[config.mk]
export PLATFORM = sky130hd
export DESIGN_NAME = register_window_remap
export DESIGN_NICKNAME = d
export VERILOG_FILES = /design/src/core/window_remap_pkg.sv /design/src/core/register_window_remap.sv /design/src/core/window_decode.sv /design/src/core/window_translate.sv
export VERILOG_INCLUDE_DIRS = /design/src /design/src/core
export SDC_FILE = /design/constraint.sdc
export NUM_CORES = 1
export LEC_CHECK = 0
export BUFFER_PORTS_ARGS = -buffer_cell sky130_fd_sc_hd__buf_2
export CAP_MARGIN = 10
export CORE_MARGIN = 2
export CORE_UTILIZATION = 30
export CTS_CLUSTER_SIZE = 30
export DETAILED_ROUTE_END_ITERATION = 16
export SYNTH_ARGS = -nofsm -noshare
export SYNTH_HDL_FRONTEND = slang
export SYNTH_SLANG_ARGS = --single-unit
export TNS_END_PERCENT = 100
[constraint.sdc]
create_clock -name clk -period 11.9 [get_ports clk]
set_input_delay 1.19 -clock clk [delete_from_list [all_inputs] [get_ports clk]]
set_output_delay 1.19 -clock clk [all_outputs]
set_load 0.1 [all_outputs]
[src/core/window_remap_defs.svh]
/*
  Constants for the register-window remap logic: window bases, segment
  bases, select-code ranges and the blocked range.
  Assumes inclusion by bare name from core design files.
*/
`ifndef WINDOW_REMAP_DEFS_SVH
`define WINDOW_REMAP_DEFS_SVH

// ============================================================
// Window bases in the lower register file
`define WIN_BASE_32 16'h00e0
`define WIN_BASE_64 16'h00c0
`define WIN_BASE_128 16'h0080

// ============================================================
// Segment bases and first and last select codes
`define SEG_UPPER_BASE 16'h0100
`define SEG_XRAM_BASE 16'h1c00
`define SEG_CAN_BASE 16'h1e00
`define SEG_PERIPH_BASE 16'h1f00
`define SEL32_UPPER_LO 7'h48
`define SEL32_UPPER_HI 7'h5f
`define SEL32_XRAM_LO 7'h60
`define SEL32_XRAM_HI 7'h6f
`define SEL32_CAN_LO 7'h70
`define SEL32_CAN_HI 7'h77
`define SEL32_PERIPH_LO 7'h78
`define SEL32_PERIPH_HI 7'h7f
`define SEL64_UPPER_LO 7'h24
`define SEL64_UPPER_HI 7'h2f
`define SEL64_XRAM_LO 7'h30
`define SEL64_XRAM_HI 7'h37
`define SEL64_CAN_LO 7'h38
`define SEL64_CAN_HI 7'h3b
`define SEL64_PERIPH_LO 7'h3c
`define SEL64_PERIPH_HI 7'h3f
`define SEL128_UPPER_LO 7'h12
`define SEL128_UPPER_HI 7'h17
`define SEL128_XRAM_LO 7'h18
`define SEL128_XRAM_HI 7'h1b
`define SEL128_CAN_LO 7'h1c
`define SEL128_CAN_HI 7'h1d
`define SEL128_PERIPH_LO 7'h1e
`define SEL128_PERIPH_HI 7'h1f

// ============================================================
// Unwindowable physical range and its read value
`define BLOCK_LO 16'h1fe0
`define BLOCK_HI 16'h1fff
`define UNMAPPED_READ 8'hff

// ============================================================
// Window-select register
`define SEL_RESET 8'h00
`define SEL_HOLD_BIT 7
`define SEL_ADDR 8'h14
`define UPPER_TOP_DEFAULT 16'h03ff
`endif

[src/core/window_remap_pkg.sv]
/*
  Types for the register-window remap logic.
  Assumes nothing beyond a SystemVerilog compiler.
*/
package window_remap_pkg;
  typedef enum logic [1:0] {
    WSIZE_NONE = 2'b00,
    WSIZE_32 = 2'b01,
    WSIZE_64 = 2'b10,
    WSIZE_128 = 2'b11
  } win_size_t;

  typedef enum logic [2:0] {
    SEG_NONE = 3'b000,
    SEG_UPPER = 3'b001,
    SEG_XRAM = 3'b010,
    SEG_CAN = 3'b011,
    SEG_PERIPH = 3'b100
  } seg_kind_t;
endpackage

[src/core/register_window_remap.sv]
/*
  Register-window remap: holds the window-select register and maps
  register-direct CPU accesses onto the physical register space.
  Assumes the CPU core presents one access per cycle on a single clock
  and that memory returns read data from phys_addr a cycle later.
*/
// Overview of operation
// - Window sits at 00E0H, 00C0H or 0080H for 32, 64 or 128 bytes.
// - Physical address is segment base plus offset from window base.
// - CAN SFR segments from 1E00H: codes 70-77, 38-3B, 1C-1D.
// - Peripheral SFR segments from 1F00H: codes 78-7F, 3C-3F, 1E-1F.
// - 1FE0H-1FFFH never windowed; reads give FFH, writes dropped.
// - Code 1FH still reaches 1F80H-1FDFH; only the top range is blocked.
// - Code 4AH maps 0140H to window, so 014BH appears at 00EBH.
// - Code 3EH maps 1F80H to window, so 1F8CH appears at 00CCH.
// - Code 77H gives CAN objects 14-15; 70H gives message 1 and control.
// - Codes 7BH, 3DH, 1EH cover event processor channels 0-7.
// - Only direct accesses are windowed; indirect and indexed go straight.
// - Select cleared to zero turns windowing off.
// - Bit 7 is bus hold enable only; bits 6:0 pick the window.
`timescale 1ns/100ps
`include "window_remap_defs.svh"

module register_window_remap
  import window_remap_pkg::*;
#(
  parameter bit HAS_XRAM = 1'b1,
  parameter bit HAS_CAN = 1'b1,
  parameter logic [15:0] UPPER_TOP = `UPPER_TOP_DEFAULT
) (
  input wire logic clk,
  input wire logic reset_n,
  input wire logic cpu_req,
  input wire logic cpu_we,
  input wire logic cpu_direct,
  input wire logic [15:0] cpu_addr,
  input wire logic [7:0] cpu_wdata,
  input wire logic [7:0] mem_rdata,
  output logic [15:0] mem_addr,
  output logic mem_req,
  output logic mem_we,
  output logic [7:0] mem_wdata,
  output logic [7:0] cpu_rdata,
  output logic cpu_rvalid,
  output logic bus_hold_enable,
  output logic [6:0] window_sel,
  output logic window_active
);
  // ============================================================
  // Window-select register
  logic [7:0] sel_q;
  logic [7:0] sel_d;
  win_size_t size;
  seg_kind_t kind;
  logic [15:0] seg_base;
  logic [15:0] win_base;
  logic [15:0] phys;
  logic in_window;
  logic blocked;
  logic sel_write;

  // The select register itself is reached directly, never through a window
  assign sel_write = cpu_req && cpu_we && cpu_addr == {8'h00, `SEL_ADDR} && !in_window;

  always_comb begin
    sel_d = sel_q;
    if (sel_write) begin
      sel_d = cpu_wdata;
    end
  end

  always_ff @(posedge clk) begin
    if (!reset_n) begin
      sel_q <= `SEL_RESET;
    end else begin
      sel_q <= sel_d;
    end
  end

  // ============================================================
  // Decode and translate
  window_decode #(
    .HAS_XRAM(HAS_XRAM),
    .HAS_CAN(HAS_CAN),
    .UPPER_TOP(UPPER_TOP)
  ) window_decode_i (
    .sel(sel_q[6:0]),
    .size(size),
    .kind(kind),
    .seg_base(seg_base),
    .win_base(win_base)
  );

  // Direct mode only applies to 8-bit addresses; wider ones pass through
  window_translate window_translate_i (
    .direct_addr(cpu_addr[7:0]),
    .direct_mode(cpu_direct && cpu_addr[15:8] == 8'h00),
    .size(size),
    .kind(kind),
    .seg_base(seg_base),
    .win_base(win_base),
    .phys_addr(phys),
    .in_window(in_window),
    .blocked(blocked)
  );

  // ============================================================
  // Memory request stage
  logic [15:0] maddr_q;
  logic [15:0] maddr_d;
  logic mreq_q;
  logic mreq_d;
  logic mwe_q;
  logic mwe_d;
  logic [7:0] mwdata_q;
  logic [7:0] mwdata_d;
  logic rd_pend_q;
  logic rd_pend_d;
  logic rd_block_q;
  logic rd_block_d;

  always_comb begin
    // Translated address only inside the window; wide direct addresses keep their high byte
    maddr_d = in_window ? phys : cpu_addr;
    mwdata_d = cpu_wdata;
    // Blocked accesses issue nothing: writes vanish
    mreq_d = cpu_req && !blocked;
    mwe_d = cpu_req && cpu_we && !blocked;
    rd_pend_d = cpu_req && !cpu_we;
    rd_block_d = cpu_req && !cpu_we && blocked;
  end

  always_ff @(posedge clk) begin
    if (!reset_n) begin
      maddr_q <= 16'h0000;
      mreq_q <= 1'b0;
      mwe_q <= 1'b0;
      mwdata_q <= 8'h00;
      rd_pend_q <= 1'b0;
      rd_block_q <= 1'b0;
    end else begin
      maddr_q <= maddr_d;
      mreq_q <= mreq_d;
      mwe_q <= mwe_d;
      mwdata_q <= mwdata_d;
      rd_pend_q <= rd_pend_d;
      rd_block_q <= rd_block_d;
    end
  end

  // ============================================================
  // Read return stage
  logic [7:0] rdata_q;
  logic [7:0] rdata_d;
  logic rvalid_q;
  logic rvalid_d;

  always_comb begin
    rvalid_d = rd_pend_q;
    rdata_d = rdata_q;
    if (rd_pend_q) begin
      rdata_d = rd_block_q ? `UNMAPPED_READ : mem_rdata;
    end
  end

  always_ff @(posedge clk) begin
    if (!reset_n) begin
      rdata_q <= 8'h00;
      rvalid_q <= 1'b0;
    end else begin
      rdata_q <= rdata_d;
      rvalid_q <= rvalid_d;
    end
  end

  // ============================================================
  // Status outputs
  logic active_q;
  logic active_d;

  // Zero select disables windowing
  assign active_d = sel_d[6:0] != 7'h00;

  always_ff @(posedge clk) begin
    if (!reset_n) begin
      active_q <= 1'b0;
    end else begin
      active_q <= active_d;
    end
  end

  assign mem_addr = maddr_q;
  assign mem_req = mreq_q;
  assign mem_we = mwe_q;
  assign mem_wdata = mwdata_q;
  assign cpu_rdata = rdata_q;
  assign cpu_rvalid = rvalid_q;
  assign bus_hold_enable = sel_q[`SEL_HOLD_BIT];
  assign window_sel = sel_q[6:0];
  assign window_active = active_q;
endmodule

[src/core/window_decode.sv]
/*
  Decodes the seven-bit window select into size, segment kind and the
  physical base of the selected segment.
  Assumes a registered select value from the same clock domain.
*/
`timescale 1ns/100ps
`include "window_remap_defs.svh"

module window_decode
  import window_remap_pkg::*;
#(
  parameter bit HAS_XRAM = 1'b1,
  parameter bit HAS_CAN = 1'b1,
  parameter logic [15:0] UPPER_TOP = `UPPER_TOP_DEFAULT
) (
  input wire logic [6:0] sel,
  output win_size_t size,
  output seg_kind_t kind,
  output logic [15:0] seg_base,
  output logic [15:0] win_base
);
  logic [15:0] seg_off;

  always_comb begin
    size = WSIZE_NONE;
    kind = SEG_NONE;
    seg_off = 16'h0000;
    seg_base = 16'h0000;
    win_base = 16'h0000;
    // Leading set bit gives size
    if (sel[6]) begin
      size = WSIZE_32;
      win_base = `WIN_BASE_32;
      if (sel >= `SEL32_PERIPH_LO) begin
        kind = SEG_PERIPH;
        seg_off = {6'h00, 5'(sel - `SEL32_PERIPH_LO), 5'h00};
      end else if (sel >= `SEL32_CAN_LO) begin
        kind = SEG_CAN;
        seg_off = {6'h00, 5'(sel - `SEL32_CAN_LO), 5'h00};
      end else if (sel >= `SEL32_XRAM_LO) begin
        kind = SEG_XRAM;
        seg_off = {6'h00, 5'(sel - `SEL32_XRAM_LO), 5'h00};
      end else if (sel >= `SEL32_UPPER_LO) begin
        kind = SEG_UPPER;
        seg_off = {6'h00, 5'(sel - `SEL32_UPPER_LO), 5'h00};
      end
    end else if (sel[5]) begin
      size = WSIZE_64;
      win_base = `WIN_BASE_64;
      if (sel >= `SEL64_PERIPH_LO) begin
        kind = SEG_PERIPH;
        seg_off = {5'h00, 5'(sel - `SEL64_PERIPH_LO), 6'h00};
      end else if (sel >= `SEL64_CAN_LO) begin
        kind = SEG_CAN;
        seg_off = {5'h00, 5'(sel - `SEL64_CAN_LO), 6'h00};
      end else if (sel >= `SEL64_XRAM_LO) begin
        kind = SEG_XRAM;
        seg_off = {5'h00, 5'(sel - `SEL64_XRAM_LO), 6'h00};
      end else if (sel >= `SEL64_UPPER_LO) begin
        kind = SEG_UPPER;
        seg_off = {5'h00, 5'(sel - `SEL64_UPPER_LO), 6'h00};
      end
    end else if (sel[4]) begin
      size = WSIZE_128;
      win_base = `WIN_BASE_128;
      if (sel >= `SEL128_PERIPH_LO) begin
        kind = SEG_PERIPH;
        seg_off = {4'h0, 5'(sel - `SEL128_PERIPH_LO), 7'h00};
      end else if (sel >= `SEL128_CAN_LO) begin
        kind = SEG_CAN;
        seg_off = {4'h0, 5'(sel - `SEL128_CAN_LO), 7'h00};
      end else if (sel >= `SEL128_XRAM_LO) begin
        kind = SEG_XRAM;
        seg_off = {4'h0, 5'(sel - `SEL128_XRAM_LO), 7'h00};
      end else if (sel >= `SEL128_UPPER_LO) begin
        kind = SEG_UPPER;
        seg_off = {4'h0, 5'(sel - `SEL128_UPPER_LO), 7'h00};
      end
    end
    unique case (kind)
      SEG_UPPER: seg_base = `SEG_UPPER_BASE + seg_off;
      SEG_XRAM: seg_base = `SEG_XRAM_BASE + seg_off;
      SEG_CAN: seg_base = `SEG_CAN_BASE + seg_off;
      SEG_PERIPH: seg_base = `SEG_PERIPH_BASE + seg_off;
      default: seg_base = 16'h0000;
    endcase
    // Segments absent on this variant are unmapped
    if ((kind == SEG_XRAM && !HAS_XRAM) || (kind == SEG_CAN && !HAS_CAN)) begin
      kind = SEG_NONE;
    end
    if (kind == SEG_UPPER && seg_base > UPPER_TOP) begin
      kind = SEG_NONE;
    end
  end
endmodule

[src/core/window_translate.sv]
/*
  Translates one direct address through the decoded window into a
  physical address with pass, map, blocked and unmapped outcomes.
  Assumes decoder outputs settle within the same cycle.
*/
`timescale 1ns/100ps
`include "window_remap_defs.svh"

module window_translate
  import window_remap_pkg::*;
(
  input wire logic [7:0] direct_addr,
  input wire logic direct_mode,
  input win_size_t size,
  input seg_kind_t kind,
  input wire logic [15:0] seg_base,
  input wire logic [15:0] win_base,
  output logic [15:0] phys_addr,
  output logic in_window,
  output logic blocked
);
  logic [15:0] offset;

  always_comb begin
    offset = 16'h0000;
    phys_addr = {8'h00, direct_addr};
    in_window = 1'b0;
    blocked = 1'b0;
    // Only register-direct accesses are ever windowed
    if (direct_mode && size != WSIZE_NONE && {8'h00, direct_addr} >= win_base) begin
      in_window = 1'b1;
      offset = {8'h00, direct_addr} - win_base;
      phys_addr = seg_base + offset;
      // Top range and unmapped selects read ones, ignore writes
      if (kind == SEG_NONE) begin
        blocked = 1'b1;
      end else if (phys_addr >= `BLOCK_LO) begin
        // Only the top range is cut; 1F80H-1FDFH stay reachable
        blocked = 1'b1;
      end
    end
  end
endmodule

==> results of run 1 <==
[layer usage]
metal,up-vias,share of wire (%),wire length (um),GRT usage [%]
li1,1994,-,-,-
met2,118,48,5690,27.3
met5,-,0,0,0
met1,1942,46,5440,20.5
met4,0,1.2,142,3.56
met3,13,5.4,638,1.93
[cells in the mapped netlist, types with 7 or more instances]
cell type   n  area [um^2]
dfxtp_1    46          921
ha_1       40          500
nand2_1    38          143
a21oi_1    30          150
inv_1      28          105
nor2_1     27          101
and2_1     19          119
nand3_1    19         95.1
clkbuf_1   16         60.1
o21ai_0    16         80.1
nor2b_1    14         87.6
a211oi_1   11         82.6
mux2i_1    10          100
nor3_1     10         50.1
buf_2       9         45.0
o21a_1      9         67.6
nand2b_1    8         50.1
o221a_2     8         90.1
xnor2_1     7         61.3
[stage by stage]
stage | util, % | total power, mW | area (um^2) | worst slack (ns) | hold slack (ns)
2_1_floorplan | - | 0.246 | 4110 | 6.19 | 0.651
3_3_place_gp | 34.8 | 0.268 | 4620 | 6.23 | 0.497
3_5_place_dp | 34.8 | 0.269 | 4620 | 6.07 | 0.511
4_1_cts | 35.9 | 0.409 | 4770 | 6.03 | 0.532
5_1_grt | 35.9 | 0.422 | 4770 | 5.56 | 0.542
6_report | 35.9 | 0.408 | 4770 | 5.94 | 0.531
[sequential cells by signal, indices dropped and copies added, names as in the netlist]
signal	cells
rd_pend_q	1
cpu_rvalid	1
mem_we	1
cpu_rdata	8
mem_req	1
window_active	1
mem_addr	16
sel_q	8
mem_wdata	8
rd_block_q	1
[worst max-delay path: stages, from the launching register on]
cell and delay (ns):
dfxtp_1 0.81, ha_1 0.66, nand2b_1 0.20, a21oi_1 0.07, a41oi_1 0.23, a211oi_1 0.10
a311o_1 0.36, o22ai_1 0.39, inv_1 0.09, ha_1 0.31, and3_1 0.17, a221o_1 0.32
xor2_1 0.16, o21a_1 0.19, ha_1 0.32, inv_1 0.07, nand4_1 0.08, a211oi_1 0.07
o41ai_1 0.61, nor4_1 0.11, a211oi_2 0.36, a31o_1 0.19
[report_power, final]
group | switching [mW] | internal [mW] | total (mW)
combinational | 0.0768 | 0.0268 | 0.104
sequential | 0.00214 | 0.160 | 0.162
clock | 0.0634 | 0.0786 | 0.142
[final cells by class]
type,count,area (um^2),share of cell area [%]
sequential,46,921,19.3
multi-input combinational,399,2950,61.8
clock inverter,3,23.8,0.498
timing repair buffer,83,423,8.86
clock buffer,5,125,2.62
tap,176,220,4.61
inverter,29,109,2.28
[worst min-delay path by stage]
stage	endpoint	slack (ns)
global placement	sel_q[7]$_SDFFE_PN0P_	0.50
floorplan	cpu_rvalid$_SDFF_PN0_	0.65
CTS	cpu_rdata[0]$_SDFFE_PN0P_	0.53
finish	cpu_rdata[1]$_SDFFE_PN0P_	0.53
detailed placement	sel_q[7]$_SDFFE_PN0P_	0.51
global route	cpu_rdata[0]$_SDFFE_PN0P_	0.54
[kinds of logic after synthesis]
family,Yosys count
DFF,46
xor gates and xnor gates,11
and+or+nand+nor,183
adders and majority gates,44
buffers and inverters,58
muxes,10
AOI/OAI and AO/OA,151
==> metrics.md, run 1 <==
| Metric | Value |
|---|---|
| Status | `finished clean` |
| Wirelength per Cell | `16.1 um` |
| Crit Path Category | `reg2reg` |
| Global-route usage over all layers | `15.7%` |
| GR Overflow Total | `0` |
| Layout cells sized above 1 | `20.0%` |
| Area Growth Syn to Fin | `16.1%` |
| Cell Count, Final, Fillers Out | `741` |
| First-pass GRT wire length | `18,700 um` |
| Slew Viols, Final | `0` |
| Hold-fix buffers, CTS | `0` |
| Hold depth | `1` |
| DRC | `0` |
| Post-synthesis mux area share | `2.44%` |
| Final setup viols | `0` |
| Synth Area in Simple Gates | `24.7%` |
| Largest family of logic cells by synthesized area | `compound AO/OA/AOI/OAI gates` |
| Initial drt markers | `355` |
| IO Port Bufs | `80` |
| CP endpoint | `mem_we$_SDFF_PN0_` |
| VDD IR max | `0.0000478 V` |
| Commonest non-fill, non-tap cell in the layout | `buf_2` |
| Via/cell ratio | `5.49` |
| Hold Crit Start | `cpu_rdata[1]$_SDFFE_PN0P_` |
| Post-Syn Area | `4110 um^2` |
| Setup Total Neg Slack | `0 ns` |
| Skew final | `0.00296 ns` |
| Dpl cells | `733` |
| Die ar. | `14,700 um^2` |
| Final hold vios | `0` |
| R2R setup slack | `5.94 ns` |
| Setup bufs post-CTS | `0` |
| Net Count, Synth | `584` |
| Clock transition at the registers of the reported paths | `0.07 ns` |
| Reg-to-reg startpoint | `sel_q[4]$_SDFF_PN0_` |
| Seq cells post-synth | `46` |
| Max H-tree Level | `2` |
| CTS tree | `done` |
| Pleak | `2.12 nW` |
| Final WL | `11,900 um` |
| Final HPWL DP | `9260 um` |
| Vias | `4,067` |
| Tmin final | `5.96 ns` |
| Hold WC Path Type | `reg2reg` |
| Final ANT Viol Nets | `0` |
| Final worst path period share | `50.1%` |
| CP startpoint | `sel_q[4]$_SDFF_PN0_` |
| IO Count | `81` |
| Reg-to-reg critical path endpoint | `mem_we$_SDFF_PN0_` |
| PD cells | `85.5 nW/um^2` |
| Area of the core | `13,300 um^2` |
| Number of fill cells in the layout | `1,355` |
| Synth cell types | `79` |
| Synthesis Warnings | `0` |
| Cell count after synthesis | `503` |
| Slew margin rel. | `44.5%` |
| Worst EP arrival | `6.19 ns` |
| Startpoint types | `flip-flop` |
| Crit end category | `flip-flop` |
| Clk_lat worst skew | `0.29 ns` |
| Die width | `121 um` |
| Maxcap violations | `0` |
| XOR/XNOR Fraction of Synth Area | `2.34%` |
| Syn Area/Cell | `8.17 um^2` |
| Nets | `645` |
| Cts bufs inserted | `5` |
| Cts repair resizes | `0` |
| Worst Tran Pin Value | `0.830 ns` |
| Fraction of the mapped netlist area in compound gates | `28.2%` |
| Initial Utilization | `30.9%` |
| 1st-pass router iterations | `5` |
| Clk buf depth | `2` |
| Synth async-reset ratio | `0%` |
| Number of global-route vias before repair | `3,754` |
| Unrepaired setup endpoints after global routing | `false` |
| Initial antenna violation count | `0` |
| Antenna cell count | `0` |
| Gpl congestion | `0.914` |
| Fmax | `0.168 GHz` |
| CP required | `12.14 ns` |
| Sequential fraction of the synthesis area | `22.4%` |
| Post-synth EDFFs | `0` |
| CTS Root Cell | `clkbuf_16` |
| Synth Flop Type | `dfxtp_1` |
| Clock sinks | `46` |
| Largest net degree at the start of global routing | `46` |
| Row Count | `42` |
| Post-Synth Adder-Cell Area | `14.1%` |
| Commonest cells after routing, fill and taps aside | `buf_2, dfxtp_1, ha_1, nand2_1, a21oi_1` |
| Worst Path Max Fanout | `19` |
| Die H | `121 um` |
| Worst reg2reg path depth | `21` |
(Power assumes the default switching activity.)
==> inputs of run 2 (changes only) <==
--- a/config.mk
+++ b/config.mk
@@ -6,6 +6,7 @@
 export SDC_FILE = /design/constraint.sdc
 export NUM_CORES = 1
 export LEC_CHECK = 0
+export ABC_AREA = 1
 export BUFFER_PORTS_ARGS = -buffer_cell sky130_fd_sc_hd__buf_2
 export CAP_MARGIN = 10
 export CORE_MARGIN = 2
==> constraint.sdc (replaced) <==
create_clock -name clk -period 5.75 [get_ports clk]
set_input_delay 0.575 -clock clk [delete_from_list [all_inputs] [get_ports clk]]
set_output_delay 0.575 -clock clk [all_outputs]
set_load 0.1 [all_outputs]
==> metrics.md, run 2 <==
| Metric | Value |
|---|---|
| Final hold vios | `0 (unchanged)` |
| Yosys top cell by area | `dfxtp_1 (unchanged)` |
| Sequential fraction of the synthesis area | `23.1% (was 22.4%)` |
| Post-synth EDFFs | `0 (unchanged)` |
| CTS Root Cell | `clkbuf_16 (unchanged)` |
| GR Overflow Total | `0 (unchanged)` |
| Synth async-reset ratio | `0% (unchanged)` |
| Seq cells post-synth | `46 (unchanged)` |
| Initial Utilization | `30.4% (was 30.9%)` |
| IO Port Bufs | `80 (unchanged)` |
| Setup Total Neg Slack | `0 ns (unchanged)` |
| Cell count after synthesis | `600 (was 503)` |
| Dpl cells | `844 (was 733)` |
| Row Count | `42 (unchanged)` |
| Clk_lat worst skew | `0.29 ns (about the same)` |
| Worst EP arrival | `5.28 ns (was 6.19 ns)` |
| Worst Path Max Fanout | `10 (was 19)` |
| Skew final | `0.00468 ns (was 0.00296 ns)` |
| Die H | `119 um (was 121 um)` |
| Sequential Power Share | `40.4% (was 39.8%)` |
| Final worst path period share | `87.8% (was 50.1%)` |
| Maxcap violations | `0 (unchanged)` |
| P_int | `0.550 mW (was 0.266 mW)` |
| Initial drt markers | `258 (was 355)` |
| Max H-tree Level | `2 (unchanged)` |
| Commonest cells after routing, fill and taps aside | `nand2_1, inv_1, buf_2, nor2_1, dfxtp_1 (was buf_2, dfxtp_1, ha_1, nand2_1, a21oi_1)` |
| Synthesis Warnings | `0 (unchanged)` |
| R2R setup slack | `0.70 ns (was 5.94 ns)` |
| Largest net degree at the start of global routing | `33 (was 46)` |
| Synth cell types | `46 (was 79)` |
| Pleak | `2.59 nW (was 2.12 nW)` |
| Worst reg2reg path depth | `33 (was 21)` |
| Die ar. | `14,200 um^2 (was 14,700 um^2)` |
| Antenna cell count | `0 (unchanged)` |
| Switching Power | `0.281 mW (was 0.142 mW)` |
| Area of the core | `13,100 um^2 (was 13,300 um^2)` |
| Status | `finished clean (unchanged)` |
| Synth area leaders | `dfxtp_1, ha_1, nand2_1 (was dfxtp_1, ha_1, a21oi_1)` |
| Hold depth | `3 (was 1)` |
| Max FFs per register | `16 (unchanged)` |
| Commonest non-fill, non-tap cell in the layout | `nand2_1 (was buf_2)` |
| Clock sinks | `46 (unchanged)` |
| Post-Syn Area | `3990 um^2 (was 4110 um^2)` |
| Reg-to-reg startpoint | `sel_q[3]$_SDFF_PN0_ (was sel_q[4]$_SDFF_PN0_)` |
| Startpoint types | `flip-flop (unchanged)` |
| VDD IR max | `0.000115 V (was 0.0000478 V)` |
| DRC | `0 (unchanged)` |
| Yosys top cell area share | `23.1% (was 22.4%)` |
| Clock transition at the registers of the reported paths | `0.06 ns (was 0.07 ns)` |
| Nets | `756 (was 645)` |
| Switching part of the total power | `33.8% (was 34.9%)` |
| PD cells | `177 nW/um^2 (was 85.5 nW/um^2)` |
| Bufs and invs on worst path | `4 (was 2)` |
| Most instantiated cells after synthesis | `nand2_1, inv_1, nor2_1, dfxtp_1, ha_1 (was dfxtp_1, ha_1, nand2_1, a21oi_1, inv_1)` |
| IO Count | `81 (unchanged)` |
| Final setup viols | `0 (unchanged)` |
| CP required | `5.98 ns (was 12.14 ns)` |
| Crit Path Category | `reg2reg (unchanged)` |
| Cell Count, Final, Fillers Out | `852 (was 741)` |
| Count leader, synth | `nand2_1 (was dfxtp_1)` |
| Worst Tran Pin Value | `0.762 ns (was 0.830 ns)` |
| Unrepaired setup endpoints after global routing | `false (unchanged)` |
| Syn Area/Cell | `6.65 um^2 (was 8.17 um^2)` |
| Hold-fix buffers, CTS | `0 (unchanged)` |
| Number of global-route vias before repair | `3,763 (was 3,754)` |
| Worst hold slack | `0.481 ns (was 0.531 ns)` |
| Hold WC Path Type | `in2reg (was reg2reg)` |
| Cts repair resizes | `0 (unchanged)` |
| Slew Viols, Final | `0 (unchanged)` |
| Global-route usage over all layers | `15.5% (was 15.7%)` |
| Final ANT Viol Nets | `0 (unchanged)` |
| Synth Flop Type | `dfxtp_1 (unchanged)` |
| Post-DP Area | `4540 um^2 (was 4620 um^2)` |
| First-pass GRT wire length | `18,200 um (was 18,700 um)` |
| Via/cell ratio | `4.63 (was 5.49)` |
| Crit end category | `flip-flop (unchanged)` |
| Fin util | `35.7% (was 35.9%)` |
| Slowest cell delay on critical path | `0.60 ns (was 0.81 ns)` |
| Reg-to-reg critical path endpoint | `mem_we$_SDFF_PN0_ (unchanged)` |
| Final HPWL DP | `8940 um (was 9260 um)` |
| Slowest cell on crit path | `dfxtp_1 (unchanged)` |
| Clock network power share | `34.7% (was 34.8%)` |
| Fmax | `0.198 GHz (was 0.168 GHz)` |
| Vias | `3,946 (was 4,067)` |
| Net Count, Synth | `681 (was 584)` |
| Most used cell, CP | `nand2_1 (was ha_1)` |
| Hold Crit Start | `cpu_wdata[4] (was cpu_rdata[1]$_SDFFE_PN0P_)` |
| Final instance area | `4690 um^2 (was 4770 um^2)` |
| CTS tree | `done (unchanged)` |
| 1st-pass router iterations | `7 (was 5)` |
| WHS Endpoint | `mem_wdata[4]$_SDFF_PN0_ (was cpu_rdata[1]$_SDFFE_PN0P_)` |
| Initial antenna violation count | `0 (unchanged)` |
| Tmin final | `5.05 ns (was 5.96 ns)` |
| Cts bufs inserted | `5 (unchanged)` |
| Comb pwr share | `24.9% (was 25.4%)` |
| Setup bufs post-CTS | `0 (unchanged)` |
| Area Growth Syn to Fin | `17.5% (was 16.1%)` |
| Clk buf depth | `2 (unchanged)` |
| Gpl congestion | `0.883 (was 0.914)` |
| Wirelength per Cell | `12.8 um (was 16.1 um)` |
| Crit path max-delay family | `simple AND/OR/NAND/NOR gates (was compound AO/OA/AOI/OAI gates)` |
| Layout cells sized above 1 | `21.6% (was 20.0%)` |
| Slew margin rel. | `49.1% (was 44.5%)` |
| Final WL | `10,900 um (was 11,900 um)` |
| Die width | `119 um (was 121 um)` |
-- run 2: worst min-delay path, stage by stage --
cell	delay (ns)
buf_2	0.09
nand2_1	0.04
inv_1	0.04
-- run 2: how the worst max path moves through the flow --
| stage | startpoint | endpoint | cells after the start |
|---|---|---|---|
| floorplan | sel_q[3]$_SDFF_PN0_ | mem_we$_SDFF_PN0_ | 33 |
| global placement | sel_q[3]$_SDFF_PN0_ | mem_we$_SDFF_PN0_ | 33 |
| detailed placement | sel_q[3]$_SDFF_PN0_ | mem_we$_SDFF_PN0_ | 33 |
| CTS | sel_q[3]$_SDFF_PN0_ | mem_we$_SDFF_PN0_ | 33 |
| global route | sel_q[3]$_SDFF_PN0_ | mem_we$_SDFF_PN0_ | 33 |
| finish | sel_q[3]$_SDFF_PN0_ | mem_we$_SDFF_PN0_ | 33 |
-- run 2: routing by layer --
layer	track usage, %	wire length, um	vias up
met3	1.82	543	16
met1	19.8	5090	1730
met2	27.3	5090	120
met4	4.78	187	0
li1	-	-	2080
met5	0	0	-
-- run 2: power groups by stage --
stage	combinational (mW)	sequential, mW	clock [mW]
floorplan	0.0662	0.435	0
global placement	0.206	0.342	0
detailed placement	0.206	0.343	0
CTS	0.207	0.335	0.293
global route	0.223	0.336	0.307
finish	0.207	0.335	0.288
-- run 2: stage by stage --
| step | setup WS [ns] | total power [mW] |
|---|---|---|
| final | 0.700 | 0.830 |
| after global routing | 0.145 | 0.867 |
| after CTS | 0.767 | 0.835 |
| after detailed placement | 0.810 | 0.549 |
| after global placement | 0.821 | 0.548 |
| after floorplan | 0.731 | 0.501 |
-- run 2: area by class of cell --
type | count | area, um^2
well taps | 176 | 220
multi-input cells | 432 | 2580
repair buffers | 81 | 408
clock buffers | 6 | 139
flip-flops and latches | 46 | 921
fillers | 1391 | 8440
clock inverters | 2 | 12.5
inverters | 109 | 413
-- run 2: cells by family after synthesis --
group / count (synthesis) / share of synthesized area [%]
compound gates: 96 / 13.8
simple gates: 279 / 33.4
buf+inv: 122 / 12.3
flops: 46 / 23.1
fa+ha+maj: 44 / 14.5
xor+xnor: 13 / 2.85
==> inputs of run 3 (changes only) <==
--- a/config.mk
+++ b/config.mk
@@ -7,12 +7,12 @@
 export NUM_CORES = 1
 export LEC_CHECK = 0
 export ABC_AREA = 1
-export BUFFER_PORTS_ARGS = -buffer_cell sky130_fd_sc_hd__buf_2
 export CAP_MARGIN = 10
 export CORE_MARGIN = 2
 export CORE_UTILIZATION = 30
 export CTS_CLUSTER_SIZE = 30
 export DETAILED_ROUTE_END_ITERATION = 16
+export DONT_BUFFER_PORTS = 1
 export SYNTH_ARGS = -nofsm -noshare
 export SYNTH_HDL_FRONTEND = slang
 export SYNTH_SLANG_ARGS = --single-unit
==> metrics.md, run 3 (synthesized netlist as in run 2, its figures left out) <==
| Metric | Value |
|---|---|
| CTS tree | `done (unchanged)` |
| Initial antenna violation count | `0 (unchanged)` |
| Global-route usage over all layers | `14.8% (was 15.5%)` |
| PD cells | `180 nW/um^2 (was 177 nW/um^2)` |
| Final WL | `10,400 um (was 10,900 um)` |
| Die width | `119 um (unchanged)` |
| Largest net degree at the start of global routing | `33 (unchanged)` |
| Crit end category | `flip-flop (unchanged)` |
| Antenna cell count | `0 (unchanged)` |
| GR Overflow Total | `0 (unchanged)` |
| Dpl cells | `770 (was 844)` |
| CP startpoint | `sel_q[1]$_SDFF_PN0_ (was sel_q[3]$_SDFF_PN0_)` |
| Reg-to-reg critical path endpoint | `mem_we$_SDFF_PN0_ (unchanged)` |
| Hold-fix buffers, CTS | `0 (unchanged)` |
| Tmin final | `4.96 ns (was 5.05 ns)` |
| Via/cell ratio | `4.68 (was 4.63)` |
| Worst Path Max Fanout | `8 (was 10)` |
| CP required | `5.97 ns (was 5.98 ns)` |
| Hold WC Path Type | `in2reg (unchanged)` |
| Fmax | `0.202 GHz (was 0.198 GHz)` |
| Maxcap violations | `0 (unchanged)` |
| Wirelength per Cell | `13.4 um (was 12.8 um)` |
| Skew final | `0.00663 ns (was 0.00468 ns)` |
| Startpoint types | `flip-flop (unchanged)` |
| Area of the core | `13,100 um^2 (unchanged)` |
| Worst Tran Pin Value | `0.978 ns (was 0.762 ns)` |
| Commonest non-fill, non-tap cell in the layout | `nand2_1 (unchanged)` |
| Final Power | `0.779 mW (was 0.830 mW)` |
| Status | `finished clean (unchanged)` |
| Initial Utilization | `30.4% (unchanged)` |
| First-pass GRT wire length | `17,200 um (was 18,200 um)` |
| Max H-tree Level | `2 (unchanged)` |
| Number of global-route vias before repair | `3,474 (was 3,763)` |
| Slew Viols, Final | `0 (unchanged)` |
| Clock transition at the registers of the reported paths | `0.06 ns (about the same)` |
| Row Count | `42 (unchanged)` |
| R2R setup slack | `0.79 ns (was 0.70 ns)` |
| Nets | `682 (was 756)` |
| Cts bufs inserted | `5 (unchanged)` |
| Unrepaired setup endpoints after global routing | `false (unchanged)` |
| Hold depth | `1 (was 3)` |
| Die H | `119 um (unchanged)` |
| VDD IR max | `0.000102 V (was 0.000115 V)` |
| Crit Path Category | `reg2reg (unchanged)` |
| Cts repair resizes | `0 (unchanged)` |
| Final HPWL DP | `8650 um (was 8940 um)` |
| Layout cells sized above 1 | `12.0% (was 21.6%)` |
| Setup bufs post-CTS | `0 (unchanged)` |
| CTS Root Cell | `clkbuf_16 (unchanged)` |
| Slowest cell on crit path | `dfxtp_1 (unchanged)` |
| Most used cell, CP | `nand2_1 (unchanged)` |
| IO Port Bufs | `0 (was 80)` |
| WHS Endpoint | `rd_pend_q$_SDFF_PN0_ (was mem_wdata[4]$_SDFF_PN0_)` |
| Gpl congestion | `0.916 (was 0.883)` |
| Hold Crit Start | `cpu_we (was cpu_wdata[4])` |
| Reg-to-reg startpoint | `sel_q[1]$_SDFF_PN0_ (was sel_q[3]$_SDFF_PN0_)` |
| Final hold vios | `0 (unchanged)` |
| Setup Total Neg Slack | `0 ns (unchanged)` |
| Die ar. | `14,200 um^2 (unchanged)` |
| Clk_lat worst skew | `0.29 ns (about the same)` |
| Final ANT Viol Nets | `0 (unchanged)` |
| Slew margin rel. | `34.7% (was 49.1%)` |
| Commonest cells after routing, fill and taps aside | `nand2_1, inv_1, nor2_1, dfxtp_1, ha_1 (was nand2_1, inv_1, buf_2, nor2_1, dfxtp_1)` |
| Vias | `3,635 (was 3,946)` |
| Pleak | `2.25 nW (was 2.59 nW)` |
| IO Count | `81 (unchanged)` |
| DRC | `0 (unchanged)` |
| Final setup viols | `0 (unchanged)` |
| Initial drt markers | `223 (was 258)` |
| Final worst path period share | `86.3% (was 87.8%)` |
| Clk buf depth | `2 (unchanged)` |
| Worst EP arrival | `5.19 ns (was 5.28 ns)` |
| Clock sinks | `46 (unchanged)` |
| Area Growth Syn to Fin | `8.34% (was 17.5%)` |
| Worst reg2reg path depth | `31 (was 33)` |
| Max FFs per register | `16 (unchanged)` |
| 1st-pass router iterations | `4 (was 7)` |
| Slowest cell delay on critical path | `0.57 ns (was 0.60 ns)` |
| Fin util | `32.9% (was 35.7%)` |
| Cell Count, Final, Fillers Out | `777 (was 852)` |
run 3: changes by cell type in the layout (fill, tap and decap cells not counted), sizes merged:
cell and change:
clkinv -1, buf -74
run 3: final cells by class:
cell class                      instances  area (um^2)
Fill cell                            1416         8810
Multi-Input combinational cell        432         2580
Sequential cell                        46          923
Inverter                              109          413
Tap cell                              176          220
Clock buffer                            6          129
Timing Repair Buffer                    7         52.6
Clock inverter                          1         7.51
run 3: worst max-delay path by stage:
stage	to	cells after the start
after floorplan	mem_we$_SDFF_PN0_	33
after global placement	mem_we$_SDFF_PN0_	34
after detailed placement	mem_we$_SDFF_PN0_	31
after CTS	mem_we$_SDFF_PN0_	31
after global routing	mem_req$_SDFF_PN0_	33
final	mem_we$_SDFF_PN0_	31
run 3: stage by stage:
stage	worst slack (ns)	area (um^2)	hold WS, ns
3_5_place_dp	0.850	4190	0.550
3_3_place_gp	0.750	4190	0.543
5_1_grt	0.298	4330	0.371
2_1_floorplan	0.731	3990	0.574
4_1_cts	0.816	4330	0.373
6_report	0.789	4330	0.374
run 3: critical path: cells and delay by family (launching register included):
family	cells	cell delay [ns]
AO/OA/AOI/OAI	8	1.14
AND/OR/NAND/NOR	14	1.55
adder cells (fa/ha/maj)	3	0.93
flip-flops	1	0.57
buffers and inverters	6	0.71
run 3: metal layers:
metal / GRT usage [%] / routed length [um] / vias to the layer above
li1: - / - / 1925
met3: 2.54 / 719 / 10
met4: 4.26 / 148 / 0
met5: 0 / 0 / -
met1: 19.0 / 4820 / 1586
met2: 25.6 / 4770 / 114
run 3: report_power, final:
| group | internal, mW | leakage [nW] | total, mW | switching, mW |
|---|---|---|---|---|
| sequential | 0.332 | 0.380 | 0.430 | 0.0983 |
| combinational | 0.0295 | 1.81 | 0.0796 | 0.0501 |
| clock | 0.158 | 0.0629 | 0.269 | 0.111 |
| total | 0.520 | 2.25 | 0.779 | 0.259 |
